`config.mk`:
```
export PLATFORM = sky130hd
export DESIGN_NAME = adc_internal_sck_serial_readout
export DESIGN_NICKNAME = d
export VERILOG_FILES = /design/src/verilog/sar_readout_pkg.sv /design/src/verilog/adc_internal_sck_serial_readout.sv
export SDC_FILE = /design/constraint.sdc
export NUM_CORES = 1
export LEC_CHECK = 0
export ABC_AREA = 0
export BUFFER_PORTS_ARGS = -buffer_cell sky130_fd_sc_hd__buf_2
export CAP_MARGIN = 30
export CORE_ASPECT_RATIO = 1.75
export CORE_UTILIZATION = 45
export CTS_CLUSTER_DIAMETER = 60
export DETAILED_ROUTE_END_ITERATION = 16
export GPL_TIMING_DRIVEN = 0
export PLACE_DENSITY = 0.67
export SETUP_SLACK_MARGIN = 0.02
export SLEW_MARGIN = 20
export SYNTH_ARGS = -nofsm -noshare
export SYNTH_HDL_FRONTEND = slang
export SYNTH_SLANG_ARGS = --single-unit
```
`constraint.sdc`:
```
create_clock -name clk_i -period 6.8 [get_ports clk_i]
set_clock_uncertainty 0.1 [all_clocks]
set_input_delay 1.36 -clock clk_i [delete_from_list [all_inputs] [get_ports clk_i]]
set_output_delay 1.36 -clock clk_i [all_outputs]
set_load 0.03 [all_outputs]
```
`src/verilog/sar_readout_pkg.sv`:
```
// Purpose: Shared constants and state type for the internal-clock serial readout
// Assumes: 20 MHz system clock
// Notes:   Status test delay kept in ns, its cycle count derived from it
package sar_readout_pkg;
  localparam int CLK_PERIOD_NS        = 50;
  localparam int STATUS_TEST_DELAY_NS = 500;
  // Least time, rounded up
  localparam int STATUS_TEST_CYC      =
    (STATUS_TEST_DELAY_NS + CLK_PERIOD_NS - 1) / CLK_PERIOD_NS;
  localparam int SCK_HALF_CYC         = 5;
  localparam int FRAME_BITS           = 32;
  localparam int CFG_BITS             = 13;
  localparam int CFG_COMMIT_FALL      = 14;
  localparam int EXT_OSC_DIV          = 5;
  localparam int CLK_KHZ              = 20000;
  localparam int INT_OSC_KHZ          = 1800;
  localparam int INT_OSC_DIV          = CLK_KHZ / INT_OSC_KHZ;
  localparam int OSC_IDLE_CYC         = 64;
  // Conversion spans eight null periods
  localparam int NULL_TO_RATE_LOG     = 3;
  localparam int OSR_MIN_LOG          = 6;
  localparam int OSR_MAX_LOG          = 15;
  localparam int OSR_CODE_MAX         = OSR_MAX_LOG - OSR_MIN_LOG;
  localparam int CFG_OSR_LSB          = 9;
  localparam int CFG_OSR_W            = 4;
  localparam logic [3:0]  OSR_LOG_RST = 4'hf;
  localparam logic [15:0] OSR_RST     = 16'h8000;
  localparam logic [12:0] CFG_RST     = 13'h0000;

  typedef enum logic [1:0] {
    ST_CONV  = 2'b00,
    ST_SLEEP = 2'b01,
    ST_SHIFT = 2'b10
  } state_t;
endpackage

```
`src/verilog/adc_internal_sck_serial_readout.sv`:
```
// Purpose: Result readout with self-generated serial clock, single-cycle and continuous
// Assumes: cs_b_i, sdi_i and pin levels are asynchronous; result_i from core logic
// Notes:   Conversion length scales with oversample ratio; shorten for simulation
// Overview of operation
// - Data output floats whenever chip select is high.
// - Chip select low in single-cycle mode drives clock low and shows done status on data output.
// - Busy high while converting, low at end, low until result read.
// - Done status with chip select low leaves sleep; raising select keeps sleep.
// - Clock rises 500 ns after select falls or done status falls.
// - Select rising before the test delay keeps sleep and held result.
// - Frame spans 32 rising clock edges; data changes on falling edges.
// - Single-cycle frame end drives data high, clock high, starts conversion.
// - Select rising mid-frame in single-cycle mode aborts the frame and starts a conversion.
// - Abort before the 14th falling clock edge discards input and keeps settings.
// - Continuous mode: clock, data, busy high converting, all low at end.
// - Continuous mode sleeps at least 500 ns then starts the frame itself.
// - Continuous frame end drives data high, clock high through conversion.
// - Oversample ratio is a power of two from 64 to 32768.
// - Grounded oscillator pin selects the on-chip 1.8 MHz sample rate.
// - Output rate is one eighth of the first null frequency.
// - External oscillator divided by five sets the sample rate.
// - Input held high selects oversample ratio 32768.
// - Busy rises when the data cycle ends, marking a new conversion.
`timescale 1ns/1ns
module adc_internal_sck_serial_readout
  import sar_readout_pkg::*;
#(
  parameter int RESULT_W    = 31,
  parameter int SHORTEN_LOG = 0
) (
  // Clock, reset and unused guard input
  input  wire logic                cs_b_i_unused_guard,
  input  wire logic                clk_i,
  input  wire logic                rst_b_i,
  // Pins
  input  wire logic                cs_b_i,
  input  wire logic                sdi_i,
  input  wire logic                clock_source_select_i,
  input  wire logic                oscillator_pin_i,
  input  wire logic                continuous_mode_i,
  output logic                     sck_o,
  output logic                     sdo_o,
  output logic                     sdo_oe_b_o,
  output logic                     busy_o,
  // Converter core
  input  wire logic [RESULT_W-1:0] result_i,
  output logic [12:0]              config_word_o,
  output logic [15:0]              oversample_ratio_o,
  output logic                     ext_osc_o
);
  state_t      state;
  logic [2:0]  cs_s;
  logic [1:0]  sdi_s;
  logic [1:0]  sel_s;
  logic [1:0]  cont_s;
  logic [2:0]  osc_s;
  logic [7:0]  osc_idle;
  logic [2:0]  ext_cnt;
  logic [3:0]  int_cnt;
  logic        sample_tick;
  logic [18:0] conv_cnt;
  logic [3:0]  test_cnt;
  logic [3:0]  half_cnt;
  logic [5:0]  rise_cnt;
  logic [5:0]  fall_cnt;
  logic [FRAME_BITS-1:0] sreg;
  logic [CFG_BITS-1:0]   in_sreg;
  logic [3:0]  osr_log;
  logic        cs_b;
  logic        cs_rise;
  logic        cs_fall;
  logic        cont;
  logic        half_done;
  logic        conv_done;
  logic        abort;
  logic        commit;
  logic [3:0]  next_osr_log;

  function automatic logic [18:0] conv_len(input logic [3:0] lg);
    // Shift amount kept at five bits; four would wrap at the top ratio
    conv_len = (19'h00001 << (5'(lg) + 5'(NULL_TO_RATE_LOG))) >> SHORTEN_LOG;
  endfunction

  function automatic logic [3:0] osr_log_of(input logic [CFG_OSR_W-1:0] code);
    if (code > 4'(OSR_CODE_MAX)) begin
      osr_log_of = 4'(OSR_MAX_LOG);
    end else begin
      osr_log_of = code + 4'(OSR_MIN_LOG);
    end
  endfunction

  // Two-stage synchronisers; third stage on cs_s here and on osc_s below, for edge detect
  always_ff @(posedge clk_i or negedge rst_b_i) begin
    if (!rst_b_i) begin
      cs_s   <= 3'h7;
      sdi_s  <= 2'h0;
      sel_s  <= 2'h0;
      cont_s <= 2'h0;
    end else begin
      cs_s   <= {cs_s[1:0], cs_b_i};
      sdi_s  <= {sdi_s[0], sdi_i};
      sel_s  <= {sel_s[0], clock_source_select_i};
      cont_s <= {cont_s[0], continuous_mode_i};
    end
  end

  assign cs_b    = cs_s[1];
  assign cs_rise = cs_s[1] & ~cs_s[2];
  assign cs_fall = ~cs_s[1] & cs_s[2];
  assign cont    = cont_s[1];

  // Sample clock: external pin activity wins, otherwise internal divider
  always_ff @(posedge clk_i or negedge rst_b_i) begin
    if (!rst_b_i) begin
      osc_s       <= 3'h0;
      osc_idle    <= 8'(OSC_IDLE_CYC);
      ext_cnt     <= 3'h0;
      int_cnt     <= 4'h0;
      sample_tick <= 1'b0;
      ext_osc_o   <= 1'b0;
    end else begin
      osc_s <= {osc_s[1:0], oscillator_pin_i};
      if (osc_s[1] & ~osc_s[2]) begin
        osc_idle <= 8'h00;
        ext_cnt  <= (ext_cnt == 3'(EXT_OSC_DIV - 1)) ? 3'h0 : ext_cnt + 3'h1;
      end else if (osc_idle != 8'(OSC_IDLE_CYC)) begin
        osc_idle <= osc_idle + 8'h01;
      end
      int_cnt   <= (int_cnt == 4'(INT_OSC_DIV - 1)) ? 4'h0 : int_cnt + 4'h1;
      ext_osc_o <= (osc_idle != 8'(OSC_IDLE_CYC));
      if (osc_idle != 8'(OSC_IDLE_CYC)) begin
        sample_tick <= (osc_s[1] & ~osc_s[2]) && (ext_cnt == 3'(EXT_OSC_DIV - 1));
      end else begin
        sample_tick <= (int_cnt == 4'(INT_OSC_DIV - 1));
      end
    end
  end

  assign half_done = (half_cnt == 4'(SCK_HALF_CYC - 1));
  assign conv_done = (state == ST_CONV) && sample_tick &&
                     (conv_cnt == conv_len(osr_log) - 19'h00001);
  assign abort     = (state == ST_SHIFT) && cs_rise && !cont;
  // Store only after the 14th falling edge; earlier aborts drop the word
  assign commit    = (state == ST_SHIFT) && !abort && half_done && sck_o &&
                     (rise_cnt != 6'(FRAME_BITS)) &&
                     (fall_cnt == 6'(CFG_COMMIT_FALL - 1));

  // Conversion, sleep and frame sequencing
  always_ff @(posedge clk_i or negedge rst_b_i) begin
    if (!rst_b_i) begin
      state      <= ST_CONV;
      conv_cnt   <= 19'h00000;
      test_cnt   <= 4'h0;
      half_cnt   <= 4'h0;
      rise_cnt   <= 6'h00;
      fall_cnt   <= 6'h00;
      sreg       <= '0;
      in_sreg    <= '0;
      sck_o      <= 1'b1;
      sdo_o      <= 1'b1;
      sdo_oe_b_o <= 1'b1;
      busy_o     <= 1'b1;
    end else begin
      sdo_oe_b_o <= cs_b;
      case (state)
        ST_CONV: begin
          if (cs_fall && !cont) begin
            sck_o <= 1'b0;
          end
          if (conv_done) begin
            state    <= ST_SLEEP;
            conv_cnt <= 19'h00000;
            test_cnt <= 4'h0;
            sreg     <= {1'b0, result_i};
            busy_o   <= 1'b0;
            sck_o    <= 1'b0;
            sdo_o    <= 1'b0;
          end else if (sample_tick) begin
            conv_cnt <= conv_cnt + 19'h00001;
          end
        end
        ST_SLEEP: begin
          sck_o <= 1'b0;
          sdo_o <= 1'b0;
          if (cs_b || !sel_s[1]) begin
            test_cnt <= 4'h0;
          end else if (test_cnt == 4'(STATUS_TEST_CYC - 1)) begin
            state    <= ST_SHIFT;
            sck_o    <= 1'b1;
            half_cnt <= 4'h0;
            rise_cnt <= 6'h01;
            fall_cnt <= 6'h00;
            in_sreg  <= {in_sreg[CFG_BITS-2:0], sdi_s[1]};
          end else begin
            test_cnt <= test_cnt + 4'h1;
          end
        end
        ST_SHIFT: begin
          half_cnt <= half_done ? 4'h0 : half_cnt + 4'h1;
          if (abort) begin
            state  <= ST_CONV;
            busy_o <= 1'b1;
            sdo_o  <= 1'b1;
            sck_o  <= 1'b1;
          end else if (half_done && sck_o && rise_cnt == 6'(FRAME_BITS)) begin
            state  <= ST_CONV;
            busy_o <= 1'b1;
            sdo_o  <= 1'b1;
          end else if (half_done && sck_o) begin
            sck_o    <= 1'b0;
            sreg     <= {sreg[FRAME_BITS-2:0], 1'b0};
            sdo_o    <= sreg[FRAME_BITS-2];
            fall_cnt <= fall_cnt + 6'h01;
          end else if (half_done) begin
            sck_o    <= 1'b1;
            rise_cnt <= rise_cnt + 6'h01;
            if (rise_cnt < 6'(CFG_BITS)) begin
              in_sreg <= {in_sreg[CFG_BITS-2:0], sdi_s[1]};
            end
          end
        end
        default: begin
          state <= ST_CONV;
        end
      endcase
    end
  end

  assign next_osr_log = osr_log_of(in_sreg[CFG_OSR_LSB +: CFG_OSR_W]);

  // Settings update only on a complete input word
  always_ff @(posedge clk_i or negedge rst_b_i) begin
    if (!rst_b_i) begin
      config_word_o      <= CFG_RST;
      osr_log            <= OSR_LOG_RST;
      oversample_ratio_o <= OSR_RST;
    end else begin
      if (commit) begin
        config_word_o <= in_sreg;
        osr_log       <= next_osr_log;
      end
      oversample_ratio_o <= 16'h0001 << osr_log;
    end
  end

  localparam int TEST_LAST = STATUS_TEST_CYC - 1;
endmodule

```
==> impl_results.rst <==
.. list-table::
   :header-rows: 1

   * - Metric
     - Value
   * - Run status
     - finished, final reports clean
   * - Initial core utilization
     - 46.40%
   * - Kind of end point of the critical path
     - flip-flop
   * - Max-Cap Viols
     - 0
   * - Slowest CP cell
     - dfstp_2
   * - Final count of pins violating max slew
     - 0
   * - EDFF count, synth
     - 0
   * - Worst hold path class
     - reg -> reg
   * - Share of the core filled with cells in the final layout
     - 54.07%
   * - Max Clock Freq
     - about 0.32 GHz
   * - Detailed router's first-iteration violation count
     - 275
   * - Peak supply drop
     - approximately 0.18 mV
   * - Kind of cell adding the most delay to the critical path
     - simple AND/OR/NAND/NOR gates
   * - Initial antenna violation count
     - 0
   * - Syn Inst Count
     - about 660
   * - Clock latency of the later-clocked register in the worst-skew pair
     - about 420 ps
   * - Wirelength, routed
     - 15.01 mm
   * - Warnings, synthesis
     - 0
   * - Biggest cell delay along the critical path
     - ~530 ps
   * - Number of cells traversed by the worst hold path
     - 0
   * - Via count
     - ~5200
   * - Hold_ws
     - 248.6 ps
   * - Worst Tran Pin Value
     - around 690 ps
   * - Max-slew headroom at the worst pin
     - 54.06%
   * - Clock sink count
     - 150
   * - CP Data Required Time
     - 7000 ps
   * - Type of the worst setup path
     - reg -> reg
   * - Final estimated routing congestion in global placement
     - approximately 0.87
   * - Most frequent CP cell
     - buf_6
   * - Internal reg-to-reg setup slack
     - about 3600 ps
   * - Via density per instance
     - 5.424
   * - Post-DP HPWL
     - roughly 11 mm
   * - Min Tclk post-route
     - 3151 ps
   * - Chip height
     - between 150 and 200 um
   * - Overall Global Routing Usage
     - between 10% and 20%
   * - Total overflow reported by the global router
     - 0
   * - Residual DRC
     - 0
   * - Post-route insts no fill
     - ~960
   * - Via count of the first global-routing pass
     - roughly 5500
   * - Reg2Reg Depth
     - 10
   * - Share of final-layout standard cells stronger than drive strength 1
     - between 20 and 30%
   * - WP buf/inv
     - 3
   * - Instance count after placement with tap cells included
     - slightly above 900
   * - Total count of hold-check failures in the final report
     - 0
   * - Startpoint types
     - flip-flop
   * - CTS tree
     - done
   * - Detailed Routing Iterations Pass 1
     - 5
   * - Cell breakdown of the critical path
     - buf_6 -> clkbuf_1 -> nand2_1 -> o22ai_1 -> a31oi_1 -> nor4b_2 -> nand3_2 -> a21oi_4 -> buf_6 -> mux2_4
   * - Predominant post-synthesis flop cell
     - dfrtp_1
   * - CTS H-tree lvls
     - 4
   * - Final total power
     - between 0.002 and 0.0025 W
   * - Most area-consuming cells after synthesis
     - dfrtp_1 46%, mux2_2 8.8%, mux2_4 5.9%
   * - CTS root buffer
     - clkbuf_16
   * - Area share of the leading cell type in the synthesized netlist
     - between 40 and 50%
   * - Net count of the finished layout
     - between 800 and 900
   * - RSZ-0062 raised after global routing
     - false
   * - CTS Buf Count
     - 17
   * - Count of nets left with antenna violations after detail routing
     - 0
   * - I/O pins
     - 73
   * - Maximum buffer depth of the clock tree
     - 2
   * - CTS resizes
     - 0
   * - Library cells used by synthesis
     - 61
   * - FFs w/ async S/R, synth
     - 100.0%
   * - Reg-to-reg startpoint
     - osr_log[1]$_DFFE_PN1P_
   * - IO buf count
     - 71
   * - Total of flip-flops plus latches after synthesis
     - 150
   * - P_leak
     - approximately 4 nW
   * - Crit-path max FO
     - 10
   * - Setup bufs post-CTS
     - 0
   * - Synthesized area divided by synthesized cell count
     - between 10 and 15 um2
   * - Placement row count
     - between 60 and 70
   * - Global-route wire length before repair
     - around 26 mm
   * - Number of hold buffers added after CTS
     - 0
   * - Cell depth of the worst setup path
     - 10
   * - Worst path arrival time
     - about 3400 ps
   * - Area growth from synthesis to layout
     - 16.54%
   * - Reg clk slew, reported paths
     - approximately 60 ps
   * - Worst setup path end
     - sreg[8]$_DFFE_PN0P_
   * - Number of endpoints failing setup at the final stage
     - 0
   * - Standard cell core area
     - about 16000 um2
   * - PwrDens
     - between 200 and 250 nW/um2
   * - Antenna Diode Count
     - 0
   * - Count of fill cells added during filler insertion
     - about 1400
   * - Pin count of the biggest net entering global routing
     - just over 80
   * - Highest-count cells in the layout ignoring fill and taps
     - 138 x dfrtp_1, 79 x buf_2, 63 x nor2_1
   * - Total negative slack
     - 0 ps
   * - Final period utilization
     - around 46%
   * - Origin of the worst setup path
     - osr_log[1]$_DFFE_PN1P_
   * - Share of the yosys chip area belonging to registers
     - 50.67%
   * - Most frequent standard cell in the layout excluding fill and tap cells
     - dfrtp_1
   * - Cell area after technology mapping
     - around 7400 um2
   * - Cell type with the largest total area after synthesis
     - dfrtp_1
   * - Die extent in x
     - slightly below 100 um
   * - Wire length per cell after detailed routing
     - 15.65 um
   * - Worst r2r dst
     - sreg[8]$_DFFE_PN0P_
   * - Die Area
     - roughly 17000 um2
==> report_power, final <==
| part | internal [W] | switching (W) | total (W) |
|---|---|---|---|
| registers | 0.000949 | 0.0000606 | 0.00101 |
| logic | 0.0000960 | 0.0000987 | 0.000195 |
| clock network | 0.000530 | 0.000405 | 0.000935 |
| total | 0.00157 | 0.000564 | 0.00214 |
==> per-layer routing <==
metal	wire length, um	global-route usage, %	up-vias
li1	-	-	2499
met1	5988	20.51	2552
met2	8073	36.09	122
met3	454	3.880	29
met4	489	9.207	0
met5	0	0	-
==> synthesized netlist by cell type (all sizes together) (6+ instances only) <==
master,n
nor3,7
a21oi,21
o21ai,24
dfstp,12
a21o,6
nand4,8
o31ai,8
mux2,87
nor2b,6
dfrtp,138
xor2,24
buf,15
nand2b,10
inv,29
a211oi,6
nand3,27
nor2,63
and3,9
xnor2,11
nand2,48
ha,19
clkbuf,18
==> how the worst min path moves through the flow <==
stage / start / end
2_1_floorplan: cont_s[0]$_DFF_PN0_ / cont_s[1]$_DFF_PN0_
3_3_place_gp: osc_s[0]$_DFF_PN0_ / osc_s[1]$_DFF_PN0_
3_5_place_dp: cont_s[0]$_DFF_PN0_ / cont_s[1]$_DFF_PN0_
4_1_cts: osc_s[0]$_DFF_PN0_ / osc_s[1]$_DFF_PN0_
5_1_grt: sel_s[0]$_DFF_PN0_ / sel_s[1]$_DFF_PN0_
6_report: osc_s[0]$_DFF_PN0_ / osc_s[1]$_DFF_PN0_
==> cell families (layout without fill, tap and decap cells) <==
group                      Yosys count  count (layout)  share of synthesized area, %
and+or+nand+nor                    211             211                         14.50
DFF                                150             150                         50.67
adders and majority gates           19              19                         3.197
other                                1               2                       0.05042
buffers and inverters               62             168                         3.785
muxes                               92              92                         15.31
xor gates and xnor gates            35              35                         4.122
AOI/OAI and AO/OA                   93              93                         8.362
==> area by class of cell <==
cell class	count	area [um2]	share of cell area [%]
Sequential cell	150	3769	43.48
Multi-Input combinational cell	452	3391	39.12
Clock buffer	18	439.2	5.067
Timing Repair Buffer	74	402.9	4.648
Tap cell	189	236.5	2.728
Buffer	33	172.7	1.992
Clock inverter	14	147.6	1.703
Inverter	29	108.9	1.256
==> stage by stage <==
stage	setup WS [ps]	area [um2]
floorplan	4208	7441
global placement	2178	8033
detailed placement	3674	8075
CTS	3646	8662
global route	3408	8667
finish	3649	8667
==> flip-flops by register name, summed over array words and instances, names as in the netlist, 2 cells and up <==
register / count
osr_log: 4
int_cnt: 4
rise_cnt: 6
state: 2
test_cnt: 4
osc_idle: 8
conv_cnt: 19
cs_s: 3
osc_s: 3
cont_s: 2
oversample_ratio_o: 16
ext_cnt: 3
config_word_o: 13
sdi_s: 2
fall_cnt: 6
sreg: 31
half_cnt: 4
in_sreg: 13
sel_s: 2
(Power assumes the default switching activity.)
